**config.mk**
```make
export PLATFORM = sky130hd
export DESIGN_NAME = cpr_regs
export DESIGN_NICKNAME = d
export VERILOG_FILES = /design/src/core/cpr_pkg.sv /design/src/core/cpr_regs.sv
export SDC_FILE = /design/constraint.sdc
export NUM_CORES = 1
export LEC_CHECK = 0
export ABC_AREA = 0
export CAP_MARGIN = 20
export CELL_PAD_IN_SITES_DETAIL_PLACEMENT = 1
export CELL_PAD_IN_SITES_GLOBAL_PLACEMENT = 1
export CORE_ASPECT_RATIO = 1.2
export CORE_MARGIN = 2
export CORE_UTILIZATION = 40
export DETAILED_ROUTE_END_ITERATION = 12
export DONT_BUFFER_PORTS = 1
export PLACE_DENSITY = 0.62
export SLEW_MARGIN = 20
export SYNTH_ARGS = -nofsm -noshare
export SYNTH_HDL_FRONTEND = slang
export SYNTH_SLANG_ARGS = --single-unit
```
**constraint.sdc**
```tcl
create_clock -name clk_i -period 6.6 [get_ports clk_i]
set_clock_uncertainty 0.05 [all_clocks]
set_input_delay 0.99 -clock clk_i [delete_from_list [all_inputs] [get_ports clk_i]]
set_output_delay 0.99 -clock clk_i [all_outputs]
set_load 0.03 [all_outputs]
```
**src/core/cpr_pkg.sv**
```systemverilog
package cpr_pkg;

	// ----------------------------------------
	// special-function register addresses
	// ----------------------------------------
	localparam logic [7:0] DATA_POINTER0_LOW_ADDR  = 8'h82;
	localparam logic [7:0] DATA_POINTER0_HIGH_ADDR = 8'h83;
	localparam logic [7:0] DATA_POINTER1_LOW_ADDR  = 8'h84;
	localparam logic [7:0] DATA_POINTER1_HIGH_ADDR = 8'h85;
	localparam logic [7:0] POINTER_SELECT_ADDR     = 8'h92;
	localparam logic [7:0] XDATA_PAGE_HIGH_ADDR    = 8'h93;
	localparam logic [7:0] PROCESSOR_STATUS_ADDR   = 8'hd0;
	localparam logic [7:0] FLASH_FETCH_CONTROL_ADDR = 8'hc7;

	// ----------------------------------------
	// unified window onto the working banks
	// ----------------------------------------
	localparam logic [15:0] BANK_WINDOW_BASE = 16'hff00;
	localparam logic [15:0] BANK_WINDOW_LAST = 16'hff1f;
	localparam logic [7:0]  BANK_DATA_LAST   = 8'h1f;

	// ----------------------------------------
	// status word fields
	// ----------------------------------------
	localparam int PSW_CARRY      = 7;
	localparam int PSW_HALF_CARRY = 6;
	localparam int PSW_USER_ZERO  = 5;
	localparam int PSW_BANK_HI    = 4;
	localparam int PSW_BANK_LO    = 3;
	localparam int PSW_OVERFLOW   = 2;
	localparam int PSW_USER_ONE   = 1;
	localparam int PSW_PARITY     = 0;

	// ----------------------------------------
	// fetch control and pointer select fields, reset values
	// ----------------------------------------
	localparam int FFC_CACHE_DISABLE    = 1;
	localparam int FFC_PREFETCH_DISABLE = 0;
	localparam int POINTER_SELECT_BIT   = 0;
	localparam logic [7:0] FFC_RESET    = 8'h01;
	localparam logic [7:0] REG_RESET    = 8'h00;

	// ----------------------------------------
	// memory arbiter owners
	// ----------------------------------------
	typedef enum logic [1:0] {
		CPR_OWN_IDLE,
		CPR_OWN_CPU,
		CPR_OWN_DMA
	} cpr_owner_t;

endpackage

```
**src/core/cpr_regs.sv**
```systemverilog
// Operation
// [RULE1] page register drives upper indirect move address
// [RULE2] indirect pointer register gives lower address byte
// [RULE3] arbiter grants processor and dma all spaces
// [RULE4] cache disable invalidates cache, fetches from flash
// [RULE5] prefetch next two bytes unless disabled
// [RULE6] two sixteen-bit pointers, bytes separately accessible
// [RULE7] select bit zero chooses active pointer
// [RULE8] four eight-register banks, also at 0xff00
// [RULE9] status bits 4:3 choose bank base
// [RULE10] bit 7 is carry or borrow
// [RULE11] bit 6 is nibble carry or borrow
// [RULE12] bit 2 carry, borrow or mul/div overflow
// [RULE13] bit 0 always accumulator odd parity
// [RULE14] bits 5 and 1 software only
// [RULE15] status word is bit-addressable register
// [RULE16] software write beats hardware flag update
`timescale 1ns/1ps
`default_nettype none

module cpr_regs (
	input  wire logic        clk_i,
	input  wire logic        nrst_i,
	input  wire logic        sfr_wr_i,
	input  wire logic        sfr_bit_wr_i,
	input  wire logic [7:0]  sfr_addr_i,
	input  wire logic [2:0]  sfr_bit_i,
	input  wire logic [7:0]  sfr_wdata_i,
	output logic      [7:0]  sfr_rdata_o,
	input  wire logic        arith_valid_i,
	input  wire logic        arith_carry_i,
	input  wire logic        arith_half_i,
	input  wire logic        arith_ovf_i,
	input  wire logic [7:0]  acc_i,
	input  wire logic        external_data_move_ri_i,
	input  wire logic        ri_sel_i,
	input  wire logic        ptr_inc_i,
	output logic      [15:0] external_data_move_addr_o,
	output logic      [15:0] active_ptr_o,
	input  wire logic        wr_bank_wr_i,
	input  wire logic [15:0] wr_bank_addr_i,
	input  wire logic [7:0]  wr_bank_wdata_i,
	output logic      [7:0]  wr_bank_rdata_o,
	input  wire logic        cpu_req_i,
	input  wire logic        dma_req_i,
	output logic             cpu_gnt_o,
	output logic             dma_gnt_o,
	input  wire logic        fetch_i,
	input  wire logic        cache_last_i,
	output logic             cache_flush_o,
	output logic             fetch_bypass_o,
	output logic             prefetch_o
);

	// ----------------------------------------
	// decoding helpers
	// ----------------------------------------
	function automatic logic in_window(input logic [15:0] a);
		in_window = (a >= cpr_pkg::BANK_WINDOW_BASE) &&
			(a <= cpr_pkg::BANK_WINDOW_LAST);
	endfunction

	function automatic logic [4:0] bank_index(input logic [15:0] a);
		bank_index = a[4:0];
	endfunction

	function automatic logic [4:0] ri_index(input logic [1:0] bank,
		input logic sel);
		ri_index = {bank, 2'h0, sel};
	endfunction

	// ----------------------------------------
	// state
	// ----------------------------------------
	logic [7:0]  dpl_q [2];
	logic [7:0]  dpl_d [2];
	logic [7:0]  dph_q [2];
	logic [7:0]  dph_d [2];
	logic [7:0]  sel_q;
	logic [7:0]  sel_d;
	logic [7:0]  page_q;
	logic [7:0]  page_d;
	logic [7:0]  psw_q;
	logic [7:0]  psw_d;
	logic [7:0]  ffc_q;
	logic [7:0]  ffc_d;
	logic [7:0]  bank_q [32];
	logic [7:0]  bank_d [32];
	logic [7:0]  rdata_d;
	logic [7:0]  bank_rdata_d;
	logic [15:0] external_data_move_d;
	logic [15:0] ptr_d;
	logic        flush_d;
	logic        bypass_d;
	logic        pref_d;
	logic        cpu_gnt_d;
	logic        dma_gnt_d;
	logic        last_dma_q;
	logic        last_dma_d;
	logic [7:0]  wmask;
	logic [7:0]  wval;
	logic [4:0]  bank_wr_idx;
	logic        bank_wr_en;
	logic        ptr_sel;
	logic [15:0] ptr_cur;

	// ----------------------------------------
	// register next state
	// ----------------------------------------
	always_comb
	begin
		// a bit write touches one bit, a byte write all eight
		wmask = sfr_bit_wr_i ? (8'h01 << sfr_bit_i) : 8'hff;
		wval  = sfr_bit_wr_i ? {8{sfr_wdata_i[0]}} : sfr_wdata_i;
		for (int i = 0; i < 2; i++)
		begin
			dpl_d[i] = dpl_q[i];
			dph_d[i] = dph_q[i];
		end
		sel_d  = sel_q;
		page_d = page_q;
		ffc_d  = ffc_q;
		psw_d  = psw_q;
		ptr_sel = sel_q[cpr_pkg::POINTER_SELECT_BIT]; // RULE7
		ptr_cur = {dph_q[ptr_sel], dpl_q[ptr_sel]};
		if (ptr_inc_i)
		begin
			ptr_cur = ptr_cur + 16'h0001;
			dpl_d[ptr_sel] = ptr_cur[7:0];
			dph_d[ptr_sel] = ptr_cur[15:8];
		end
		if (arith_valid_i)
		begin
			psw_d[cpr_pkg::PSW_CARRY]      = arith_carry_i; // RULE10
			psw_d[cpr_pkg::PSW_HALF_CARRY] = arith_half_i; // RULE11
			psw_d[cpr_pkg::PSW_OVERFLOW]   = arith_ovf_i; // RULE12
		end
		if (sfr_wr_i || sfr_bit_wr_i)
		begin
			unique case (sfr_addr_i)
				cpr_pkg::DATA_POINTER0_LOW_ADDR:
					dpl_d[0] = (dpl_d[0] & ~wmask) | (wval & wmask); // RULE6
				cpr_pkg::DATA_POINTER0_HIGH_ADDR:
					dph_d[0] = (dph_d[0] & ~wmask) | (wval & wmask); // RULE6
				cpr_pkg::DATA_POINTER1_LOW_ADDR:
					dpl_d[1] = (dpl_d[1] & ~wmask) | (wval & wmask); // RULE6
				cpr_pkg::DATA_POINTER1_HIGH_ADDR:
					dph_d[1] = (dph_d[1] & ~wmask) | (wval & wmask); // RULE6
				cpr_pkg::POINTER_SELECT_ADDR:
					sel_d = (sel_q & ~wmask) | (wval & wmask);
				cpr_pkg::XDATA_PAGE_HIGH_ADDR:
					page_d = (page_q & ~wmask) | (wval & wmask);
				cpr_pkg::FLASH_FETCH_CONTROL_ADDR:
					ffc_d = (ffc_q & ~wmask) | (wval & wmask);
				cpr_pkg::PROCESSOR_STATUS_ADDR:
					psw_d = (psw_d & ~wmask) | (wval & wmask); // RULE15 RULE16
				default:
					psw_d = psw_d;
			endcase
		end
		// parity is never stored from software
		psw_d[cpr_pkg::PSW_PARITY] = ^acc_i; // RULE13 RULE16
	end

	// ----------------------------------------
	// working banks
	// ----------------------------------------
	always_comb
	begin
		bank_wr_en  = wr_bank_wr_i && (in_window(wr_bank_addr_i) ||
			(wr_bank_addr_i[15:8] == 8'h00 &&
			wr_bank_addr_i[7:0] <= cpr_pkg::BANK_DATA_LAST)); // RULE8
		bank_wr_idx = bank_index(wr_bank_addr_i);
		for (int i = 0; i < 32; i++)
			bank_d[i] = bank_q[i];
		if (bank_wr_en)
			bank_d[bank_wr_idx] = wr_bank_wdata_i;
		bank_rdata_d = (in_window(wr_bank_addr_i) ||
			(wr_bank_addr_i[15:8] == 8'h00 &&
			wr_bank_addr_i[7:0] <= cpr_pkg::BANK_DATA_LAST)) ?
			bank_q[bank_index(wr_bank_addr_i)] : 8'h00; // RULE8
	end

	// ----------------------------------------
	// addresses, read mux, fetch and arbiter
	// ----------------------------------------
	always_comb
	begin
		// bank bits pick the pointer register's bank
		external_data_move_d = {page_q, bank_q[ri_index(
			psw_q[cpr_pkg::PSW_BANK_HI:cpr_pkg::PSW_BANK_LO],
			ri_sel_i)]}; // RULE1 RULE2 RULE9
		if (!external_data_move_ri_i)
			external_data_move_d = external_data_move_addr_o;
		ptr_d = sel_q[cpr_pkg::POINTER_SELECT_BIT] ?
			{dph_q[1], dpl_q[1]} : {dph_q[0], dpl_q[0]}; // RULE7
		unique case (sfr_addr_i)
			cpr_pkg::DATA_POINTER0_LOW_ADDR:   rdata_d = dpl_q[0];
			cpr_pkg::DATA_POINTER0_HIGH_ADDR:  rdata_d = dph_q[0];
			cpr_pkg::DATA_POINTER1_LOW_ADDR:   rdata_d = dpl_q[1];
			cpr_pkg::DATA_POINTER1_HIGH_ADDR:  rdata_d = dph_q[1];
			cpr_pkg::POINTER_SELECT_ADDR:      rdata_d = sel_q;
			cpr_pkg::XDATA_PAGE_HIGH_ADDR:     rdata_d = page_q;
			cpr_pkg::FLASH_FETCH_CONTROL_ADDR: rdata_d = ffc_q;
			cpr_pkg::PROCESSOR_STATUS_ADDR:    rdata_d = psw_q;
			default:                           rdata_d = 8'h00;
		endcase
		// flush pulses on the rising edge of the disable bit
		flush_d  = ffc_d[cpr_pkg::FFC_CACHE_DISABLE] &&
			!ffc_q[cpr_pkg::FFC_CACHE_DISABLE]; // RULE4
		bypass_d = ffc_d[cpr_pkg::FFC_CACHE_DISABLE]; // RULE4
		pref_d   = fetch_i && cache_last_i &&
			!ffc_q[cpr_pkg::FFC_PREFETCH_DISABLE] &&
			!ffc_q[cpr_pkg::FFC_CACHE_DISABLE]; // RULE5
		// alternate on contention so neither side starves
		cpu_gnt_d  = cpu_req_i && (!dma_req_i || last_dma_q); // RULE3
		dma_gnt_d  = dma_req_i && !cpu_gnt_d; // RULE3
		last_dma_d = dma_gnt_d ? 1'b1 : (cpu_gnt_d ? 1'b0 : last_dma_q);
	end

	always_ff @(posedge clk_i)
	begin
		if (!nrst_i)
		begin
			for (int i = 0; i < 2; i++)
			begin
				dpl_q[i] <= cpr_pkg::REG_RESET;
				dph_q[i] <= cpr_pkg::REG_RESET;
			end
			for (int i = 0; i < 32; i++)
				bank_q[i] <= cpr_pkg::REG_RESET;
			sel_q           <= cpr_pkg::REG_RESET;
			page_q          <= cpr_pkg::REG_RESET;
			psw_q           <= cpr_pkg::REG_RESET;
			ffc_q           <= cpr_pkg::FFC_RESET;
			sfr_rdata_o     <= 8'h00;
			wr_bank_rdata_o <= 8'h00;
			external_data_move_addr_o     <= 16'h0000;
			active_ptr_o    <= 16'h0000;
			cache_flush_o   <= 1'b0;
			fetch_bypass_o  <= 1'b0;
			prefetch_o      <= 1'b0;
			cpu_gnt_o       <= 1'b0;
			dma_gnt_o       <= 1'b0;
			last_dma_q      <= 1'b0;
		end
		else
		begin
			dpl_q           <= dpl_d;
			dph_q           <= dph_d;
			bank_q          <= bank_d;
			sel_q           <= sel_d;
			page_q          <= page_d;
			psw_q           <= psw_d;
			ffc_q           <= ffc_d;
			sfr_rdata_o     <= rdata_d;
			wr_bank_rdata_o <= bank_rdata_d;
			external_data_move_addr_o     <= external_data_move_d;
			active_ptr_o    <= ptr_d;
			cache_flush_o   <= flush_d;
			fetch_bypass_o  <= bypass_d;
			prefetch_o      <= pref_d;
			cpu_gnt_o       <= cpu_gnt_d;
			dma_gnt_o       <= dma_gnt_d;
			last_dma_q      <= last_dma_d;
		end
	end

	// ----------------------------------------
	// checks
	// ----------------------------------------
	parity_track_a: assert property (@(posedge clk_i) disable iff (!nrst_i)
		$past(nrst_i) |-> psw_q[0] == ^$past(acc_i))
		else $error("parity bit wrong"); // RULE13
	carry_flag_a: assert property (@(posedge clk_i) disable iff (!nrst_i)
		arith_valid_i && !(sfr_wr_i || sfr_bit_wr_i) |=>
		psw_q[7] == $past(arith_carry_i))
		else $error("carry flag wrong"); // RULE10
	half_carry_a: assert property (@(posedge clk_i) disable iff (!nrst_i)
		arith_valid_i && !(sfr_wr_i || sfr_bit_wr_i) |=>
		psw_q[6] == $past(arith_half_i))
		else $error("half carry wrong"); // RULE11
	overflow_flag_a: assert property (@(posedge clk_i) disable iff (!nrst_i)
		arith_valid_i && !(sfr_wr_i || sfr_bit_wr_i) |=>
		psw_q[2] == $past(arith_ovf_i))
		else $error("overflow flag wrong"); // RULE12
	user_bits_a: assert property (@(posedge clk_i) disable iff (!nrst_i)
		!(sfr_wr_i || sfr_bit_wr_i) |=> $stable({psw_q[5], psw_q[1]}))
		else $error("user bits changed"); // RULE14
	sw_wins_a: assert property (@(posedge clk_i) disable iff (!nrst_i)
		sfr_wr_i && !sfr_bit_wr_i &&
		sfr_addr_i == cpr_pkg::PROCESSOR_STATUS_ADDR |=>
		psw_q[7:1] == $past(sfr_wdata_i[7:1]))
		else $error("status write lost"); // RULE16
	external_data_move_page_a: assert property (@(posedge clk_i) disable iff (!nrst_i)
		external_data_move_ri_i |=> external_data_move_addr_o[15:8] == $past(page_q))
		else $error("page byte wrong"); // RULE1
	ptr_pick_a: assert property (@(posedge clk_i) disable iff (!nrst_i)
		1'b1 |=> active_ptr_o == ($past(sel_q[0]) ?
		{$past(dph_q[1]), $past(dpl_q[1])} :
		{$past(dph_q[0]), $past(dpl_q[0])}))
		else $error("pointer select wrong"); // RULE7
	no_prefetch_a: assert property (@(posedge clk_i) disable iff (!nrst_i)
		ffc_q[0] |=> !prefetch_o)
		else $error("prefetch while disabled"); // RULE5
	arb_excl_a: assert property (@(posedge clk_i) disable iff (!nrst_i)
		!(cpu_gnt_o && dma_gnt_o))
		else $error("arbiter double grant"); // RULE3
	dma_alone_a: assert property (@(posedge clk_i) disable iff (!nrst_i)
		dma_req_i && !cpu_req_i |=> dma_gnt_o)
		else $error("dma grant missing"); // RULE3

endmodule // cpr_regs

`default_nettype wire

```
==> flow_summary.json, run 1 <==
{
  "synth.distinct_cells": 66,
  "worstSkewPairLatency_ps": 580,
  "crit_path_max_incr_delay_ps": 900,
  "worst_setup_path_start_kind": "register",
  "path_depth": 8,
  "syn_area_um2": 18100,
  "fin_crit_sh_pct": 46.6,
  "finalNonFillerCells": 2270,
  "avgRoutedWirePerCell_um": 24.6,
  "holdWs_ps": 421,
  "initial_core_util_pct": 40.5,
  "port_buffers": 0,
  "p_switching_mw": 1.07,
  "grt.total_usage_pct": 24.1,
  "cts_hold_buf": 0,
  "synth_seq_cells": 373,
  "netlist_instances": 1695,
  "synth-compound-area-share_pct": 11.3,
  "root_buffer": "clkbuf_16",
  "ctsResizeCount": 0,
  "cts_buffer_depth": 3,
  "crit_top_cell": "a21oi_1",
  "min_from": "last_dma_q",
  "crit_required_ps": 7060,
  "dpl.hpwl_um": 36600,
  "grt_max_degree": 362,
  "switching_share_pct": 21.9,
  "drt_drc_violations_left": 0,
  "setup_tns_ps": 0,
  "relSlewSlack_pct": 28.7,
  "outcome": "finished, final reports clean",
  "area_growth_pct": 10.4,
  "firstDrtPassIters": 6,
  "timing.critical_path.buf_inv": 1,
  "nets": 1699,
  "synth.avg_cell_area_um2": 10.7,
  "power_leakage_nw": 8.35,
  "p_int_mw": 3.81,
  "hold_viol_final": 0,
  "gp_congestion": 0.864,
  "grt_pass1_wl_um": 85600,
  "seq_area_um2": 7470,
  "synthAdderAreaFrac_pct": 0.0691,
  "die_area_um2": 47000,
  "reg2reg_depth": 8,
  "slowest_stage": "a21oi_1",
  "num_rows": 85,
  "synth_top_family_by_area": "multiplexers",
  "first_global_vias": 13700,
  "ir_drop_uv": 186,
  "final_area_um2": 20000,
  "dpl_cell_area_um2": 18600,
  "max_freq_ghz": 0.325,
  "die_w_um": 198,
  "critPathMaxFanout": 33,
  "cts_sinks": 373,
  "grt.overflow.total": 0,
  "multiInputGateArea_um2": 10100,
  "synth_nets": 1763,
  "drive_above_1_share_pct": 12.3,
  "wl_um": 55900,
  "cp.arrival_ps": 3530,
  "holdPathStages": 2,
  "post-cts-setup-buffers": 0,
  "clk_pin_slew_worst_paths_ps": 60,
  "cts_tree": "yes",
  "fill_cells": 4808,
  "maxCapViolCount": 0,
  "powerDensity_nw_per_um2": 244,
  "cp_top_family": "compound AO/OA/AOI/OAI gates",
  "yosys.area_share.simple_pct": 16.3,
  "power_frac_seq_pct": 46.7,
  "yosysWarnings": 0,
  "antenna_found_initial": 0,
  "pwr-share-clk_pct": 50.2,
  "drtIter0Drc": 670,
  "synthXorXnorAreaFrac_pct": 1.74,
  "p_comb_share_pct": 3.1,
  "drt-vias-per-instance": 5.72,
  "core-area_um2": 44800,
  "postRouteAntennaNets": 0,
  "synth_edf_count": 0,
  "grt_setup_unrepaired": "false",
  "slew_viol_final": 0,
  "tightest_slew_ps": 1070,
  "hp-class": "reg -> reg",
  "num_io_pins": 120,
  "htreeDepth": 2,
  "insertedDiodeCount": 0,
  "ys_async_sr_fraction_pct": 0,
  "die_h_um": 237,
  "cp_cell_sequence": "buf_4 > mux2_2 > ha_1 > nand4b_1 > a21oi_1 > nand3_1 > xor2_1 > a21oi_1",
  "yosysSeqAreaShare_pct": 41.2,
  "cts_buffers": 43,
  "end_kind": "register",
  "worstSetupPathType": "reg -> reg",
  "dp.cells": 2195,
  "synthMuxAreaShare_pct": 26.2,
  "dr_total_vias": 13000,
  "setup_violations": 0,
  "ys.flop_type": "dfxtp_1",
  "fin_crit_ps": 3070,
  "p_total_mw": 4.88
}
-- power groups by stage --
| stage | logic (mW) | registers, mW | clock network [mW] |
|---|---|---|---|
| after floorplan | 0.182 | 2.32 | 0 |
| after detailed placement | 0.152 | 2.33 | 0 |
| after global routing | 0.161 | 2.28 | 2.61 |
| after global placement | 0.149 | 2.33 | 0 |
| after CTS | 0.152 | 2.28 | 2.51 |
| final | 0.153 | 2.28 | 2.45 |
-- tightest hold or removal path, cell delays in order (launching register included) --
cell     delay, ps
dfxtp_1        320
inv_1           50
a21oi_1         50
-- flip-flops by register name, indices dropped and copies added (netlist names), 4 cells and up, named ones only --
signal                     count
external_data_move_addr_o     16
psw_q                          4
sfr_rdata_o                    8
dph_q                         16
dpl_q                         16
bank_q                       256
wr_bank_rdata_o                8
active_ptr_o                  16
-- metrics by stage --
stage	setup WS, ps	util, %
6_report	3530	44.7
5_1_grt	3350	44.7
4_1_cts	3510	44.7
3_5_place_dp	2930	41.5
3_3_place_gp	2980	41.5
2_1_floorplan	3740	-
-- metal layers --
| layer | global-route usage, % | up-vias | routed length, um |
|---|---|---|---|
| met3 | 2.88 | 93 | 1770 |
| met4 | 10.0 | 0 | 2140 |
| li1 | - | 6082 | - |
| met1 | 28.6 | 6579 | 22900 |
| met2 | 43.6 | 240 | 29100 |
| met5 | 0 | - | 0 |
-- Yosys cell counts (all sizes together), types with 16 or more instances --
master / count / share of area, %
dfxtp: 373 / 41
mux2i: 291 / 16
nor2b: 283 / 9.8
clkbuf: 102 / 2.1
mux4: 80 / 9.9
nor2: 49 / 1.0
nand2: 48 / 0.99
o21ai: 45 / 1.2
buf: 32 / 0.77
o311a: 29 / 1.6
a22oi: 28 / 1.2
a21oi: 26 / 0.72
o211ai: 25 / 1.3
xor2: 24 / 1.2
nand3: 23 / 0.64
nand4: 16 / 0.55
-- worst paths after layout --
| check | end | slack (ps) |
|---|---|---|
| max | dph_q[6] | 3530 |
| min | cpu_gnt_o | 420 |
| max reg2reg | dph_q[6] | 3530 |
| min reg2reg | cpu_gnt_o | 420 |
-- kinds of logic (layout without fill, tap and decap cells) --
group | after synthesis | count (layout)
and+or+nand+nor | 499 | 499
muxes | 374 | 374
DFF | 373 | 373
AOI/OAI and AO/OA | 266 | 266
buffers and inverters | 146 | 112
xor gates and xnor gates | 36 | 36
adders and majority gates | 1 | 1
-- final cells by class --
type,instances,area share (%)
Clock buffer,64,6.48
Clock inverter,11,0.725
Inverter,12,0.225
Multi-Input combinational cell,1176,50.5
Sequential cell,373,37.3
Tap cell,609,3.81
Timing Repair Buffer,25,0.938
-- placed cells by master (no fill, tap or decap), drive strengths merged, types with 7 or more instances in the layout --
cell and n:
a21boi 9, a21oi 26, a221oi 15, a222oi 7, a22o 8, a22oi 28, a31oi 15, and2 10
buf 25, clkbuf 64, clkinv 7, dfxtp 373, inv 13, mux2i 291, mux4 80, nand2 48
nand2b 8, nand3 23, nand3b 13, nand4 16, nor2 49, nor2b 283, nor3b 7, o2111ai 8
o211a 11, o211ai 25, o21ai 45, o21bai 15, o311a 29, xnor2 12, xor2 24
No activity file was read; power rests on OpenSTA's default activity.
==> run 2: changes to the inputs <==
Settings changed: PLACE_DENSITY 0.62 to 0.65.
Clock period 6.6 ns to 2.5 ns, I/O delays scaled along.
==> run 2 against run 1 <==
Net effect: design area grew 11%; global-route usage grew 2.0 points; register-to-register slack lost 3400 ps; critical path depth shrank 2; sequential share of layout area shrank 3.8 points; combinational power grew to 4.1 times the previous value; critical path type unchanged.
==> flow_summary.json, run 2 (synthesized netlist as in run 1, its figures left out) <==
{
  "outcome": "finished, final reports clean",
  "largest_register_ffs": 256,
  "final_util_pct": 49.8,
  "slew_viol_final": 0,
  "hold_viol_final": 0,
  "dpl.hpwl_um": 37100,
  "num_rows": 85,
  "use_met1_pct": 29.9,
  "core-area_um2": 44800,
  "gp_congestion": 0.881,
  "fill_cells": 4754,
  "cts_buffer_depth": 3,
  "tightest_slew_ps": 1190,
  "drtIter0Drc": 784,
  "initial_core_util_pct": 40.5,
  "root_buffer": "clkbuf_16",
  "antenna_found_initial": 1,
  "busiest_layer": "met2",
  "layout.cells.most_common": "dfxtp_1",
  "grt.total_usage_pct": 26.1,
  "regMostFlops": "bank_q",
  "worstSetupPathType": "reg -> reg",
  "drive_above_1_share_pct": 13.4,
  "end_kind": "register",
  "clk_pin_slew_worst_paths_ps": 60,
  "htreeDepth": 2,
  "die_w_um": 198,
  "reg2reg_depth": 6,
  "reg2reg_slack_ps": 130,
  "grt.overflow.total": 0,
  "drt_drc_violations_left": 0,
  "port_buffers": 0,
  "relSlewSlack_pct": 20.0,
  "power_leakage_nw": 9.80,
  "dpl_cell_area_um2": 18800,
  "worst_setup_path_start_kind": "register",
  "avgRoutedWirePerCell_um": 24.5,
  "drt-vias-per-instance": 5.70,
  "fin_crit_ps": 2370,
  "nets": 1922,
  "firstDrtPassIters": 6,
  "grt_max_degree": 183,
  "cp.arrival_ps": 2790,
  "setup_violations": 0,
  "crit_required_ps": 2920,
  "postRouteAntennaNets": 0,
  "r2r-end": "external_data_move_addr_o[4]",
  "powerDensity_nw_per_um2": 585,
  "hp-class": "in -> reg",
  "num_io_pins": 120,
  "final_area_um2": 22300,
  "ir_drop_uv": 527,
  "grt_pass1_wl_um": 93400,
  "cts_buffers": 43,
  "grt_util_met3_pct": 4.13,
  "endpoint": "external_data_move_addr_o[4]",
  "max_freq_ghz": 0.423,
  "cts_sinks": 373,
  "worstSkewPairLatency_ps": 580,
  "grt_use_met2_pct": 47.7,
  "first_global_vias": 15200,
  "maxCapViolCount": 0,
  "critPathMaxFanout": 18,
  "dp.cells": 2226,
  "final_cell_mix": "372 x dfxtp_1, 291 x mux2i_1, 283 x nor2b_1",
  "fin_crit_sh_pct": 94.6,
  "area_growth_pct": 23.0,
  "die_h_um": 237,
  "die_area_um2": 47000,
  "finalNonFillerCells": 2492,
  "cts_tree": "yes",
  "dr_total_vias": 14200,
  "wl_um": 60900
}
## run 2: cell types whose count changed in the layout (fill, tap and decap cells not counted), sizes merged
| cell | change |
|---|---|
| buf | +42 |
| bufinv | -2 |
| clkbuf | -1 |
| clkinv | -1 |
| clkinvlp | +2 |
| diode | +1 |
| dlygate4sd3 | +181 |
## run 2: timing repair
action	in CTS	in global routing
endpoints found under the hold margin	356	0
setup endpoints to repair	0	7
hold buffers	191	0
buffers inserted	0	1
resized for setup	0	6
## run 2: how the worst min path moves through the flow
stage / endpoint / startpoint / depth (start not counted)
floorplan: prefetch_o / register / 1
global placement: cpu_gnt_o / last_dma_q / 2
detailed placement: prefetch_o / register / 1
CTS: register / sfr_wdata_i[0] / 3
global route: register / sfr_wdata_i[0] / 3
finish: register / nrst_i / 2
## run 2: layout make-up
class                   count  area (um2)  share of cell area (%)
clock inverters            10        95.1                   0.427
diodes                      1        2.50                  0.0112
multi-input cells        1176       10100                    45.4
flip-flops and latches    373        7470                    33.5
repair buffers            248        2490                    11.2
well taps                 609         762                    3.42
inverters                  12        45.0                   0.202
clock buffers              63        1310                    5.89
## run 2: critical path, cell delays in order (launching register included)
cell and delay [ps]:
dfxtp_1 370, buf_12 210, mux4_2 550, mux2i_1 280, nand2_1 120, o211a_1 120
dlygate4sd3_1 540
## run 2: metal layers
metal | up-vias | part of all wire [%] | wire length, um
li1 | 6522 | - | -
met1 | 7226 | 39 | 23800
met2 | 346 | 52 | 31900
met3 | 115 | 4.4 | 2700
met4 | 0 | 4.2 | 2540
met5 | - | 0 | 0
## run 2: stage by stage
step	hold WS [ps]	setup WS, ps	power, mW	setup TNS (ps)
final	58.9	134	13.0	0
after global routing	56.6	-7.78	13.4	-7.78
after CTS	42.5	14.5	13.2	0
after detailed placement	398	209	6.56	0
after global placement	392	259	6.55	0
after floorplan	355	37.1	6.62	0
## run 2: report_power, final
group	leakage (nW)	total, mW	internal, mW	switching (mW)
clock network	0.694	6.38	3.72	2.66
registers	3.01	6.01	5.97	0.0455
logic	6.09	0.633	0.289	0.344
total	9.80	13.0	9.98	3.05
==> run 3: changes to the inputs <==
Settings changed: CORE_ASPECT_RATIO 1.2 to unset.
==> run 3 against run 2 <==
Net effect: die area barely moved; register-to-register slack got worse by 70 ps; critical path depth did not move; clock-buffer cell count rose by 1.
==> flow_summary.json, run 3 (synthesized netlist as in run 1, its figures left out) <==
{
  "power_leakage_nw": 9.93,
  "grt_pass1_wl_um": 94100,
  "htreeDepth": 2,
  "finalNonFillerCells": 2489,
  "drive_above_1_share_pct": 13.4,
  "setup_tns_ps": 0,
  "cp.arrival_ps": 2850,
  "worst_setup_path_start_kind": "register",
  "slew_viol_final": 0,
  "cts_tree": "yes",
  "final_cell_mix": "373 x dfxtp_1, 291 x mux2i_1, 283 x nor2b_1",
  "largest_register_ffs": 256,
  "slowest_stage": "mux4_2",
  "cts_buffers": 44,
  "port_buffers": 0,
  "cts_sinks": 373,
  "critPathMaxFanout": 18,
  "dr_total_vias": 14300,
  "postRouteAntennaNets": 0,
  "antenna_found_initial": 0,
  "core-area_um2": 44500,
  "dpl.hpwl_um": 36700,
  "hold_viol_final": 0,
  "dp.cells": 2211,
  "cts_buffer_depth": 3,
  "drt_drc_violations_left": 0,
  "worstSkewPairLatency_ps": 580,
  "powerDensity_nw_per_um2": 603,
  "outcome": "finished, final reports clean",
  "root_buffer": "clkbuf_16",
  "wl_um": 60500,
  "avgRoutedWirePerCell_um": 24.3,
  "nets": 1930,
  "regMostFlops": "bank_q",
  "drtIter0Drc": 771,
  "die_area_um2": 47000,
  "fill_cells": 4761,
  "area_growth_pct": 23.9,
  "crit_required_ps": 2920,
  "drt-vias-per-instance": 5.75,
  "initial_core_util_pct": 40.7,
  "busiest_layer": "met2",
  "first_global_vias": 15500,
  "post-cts-setup-buffers": 0,
  "hp-class": "in -> reg",
  "ir_drop_uv": 571,
  "tightest_slew_ps": 1120,
  "grt_setup_unrepaired": "false",
  "grt_util_met3_pct": 3.91,
  "grt_use_met2_pct": 45.9,
  "num_rows": 77,
  "setup_violations": 0,
  "worstSetupPathType": "reg -> reg",
  "num_io_pins": 120,
  "cp_cell_sequence": "buf_12 > mux4_2 > mux2i_1 > nand2_1 > o211a_1 > dlygate4sd3_1",
  "grt_max_degree": 188,
  "max_freq_ghz": 0.411,
  "crit_path_max_incr_delay_ps": 560,
  "maxCapViolCount": 0,
  "grt.total_usage_pct": 25.9,
  "insertedDiodeCount": 0,
  "die_h_um": 217,
  "use_met1_pct": 31.7,
  "clk_pin_slew_worst_paths_ps": 60,
  "fin_crit_ps": 2430,
  "end_kind": "register",
  "relSlewSlack_pct": 24.5,
  "gp_congestion": 0.892,
  "grt.overflow.total": 0,
  "firstDrtPassIters": 5,
  "fin_crit_sh_pct": 97.3,
  "die_w_um": 217,
  "layout.cells.most_common": "dfxtp_1"
}
==> run 3: final cells by class <==
type	count	area [um2]	share of cell area [%]
multi-input cells	1176	10100	45.0
flip-flops and latches	373	7470	33.2
repair buffers	255	2540	11.3
clock buffers	64	1330	5.92
well taps	592	741	3.30
clock inverters	17	228	1.01
inverters	12	45.0	0.201
==> run 3: through the flow <==
step           area, um2  util (%)  power, mW  setup slack [ps]  hold WS [ps]
3_3_place_gp       18800      42.3       6.55               219           373
2_1_floorplan      18100         -       6.62              37.1           355
6_report           22500      50.5       13.5              67.5          87.8
5_1_grt            22500      50.5       13.9              10.5          98.7
3_5_place_dp       18800      42.3       6.56               173           373
4_1_cts            22500      50.4       13.7              82.6          64.3
==> run 3: worst paths after layout <==
check	startpoint	end	slack, ps	depth (start not counted)
max	register	external_data_move_addr_o[3]	70	6
min	sfr_bit_wr_i	dph_q[5]	90	3
max reg2reg	register	external_data_move_addr_o[3]	70	6
min reg2reg	register	prefetch_o	400	1
==> run 3: timing repair <==
action                                  CTS  global route
gates resized for setup                   0             1
hold buffers                            197             0
endpoints found under the hold margin   357             0
endpoints found under the setup margin    0             3
==> run 3: where the power goes <==
part	switching (mW)	total (mW)	internal, mW
sequential	0.0458	6.02	5.97
combinational	0.337	0.615	0.278
clock	2.69	6.90	4.21
==> run 3: routing by layer <==
metal  part of all wire, %  vias up
met5                     0        -
met4                   3.6        0
met3                   4.0      101
met2                    51      315
met1                    42     7334
li1                      -     6556
==> run 3: critical path: cells and delay by family (launching register included) <==
kind / cells / cell delay, ps
simple gates: 1 / 100
compound gates: 1 / 140
buf+inv: 2 / 750
flops: 1 / 350
mux: 2 / 910
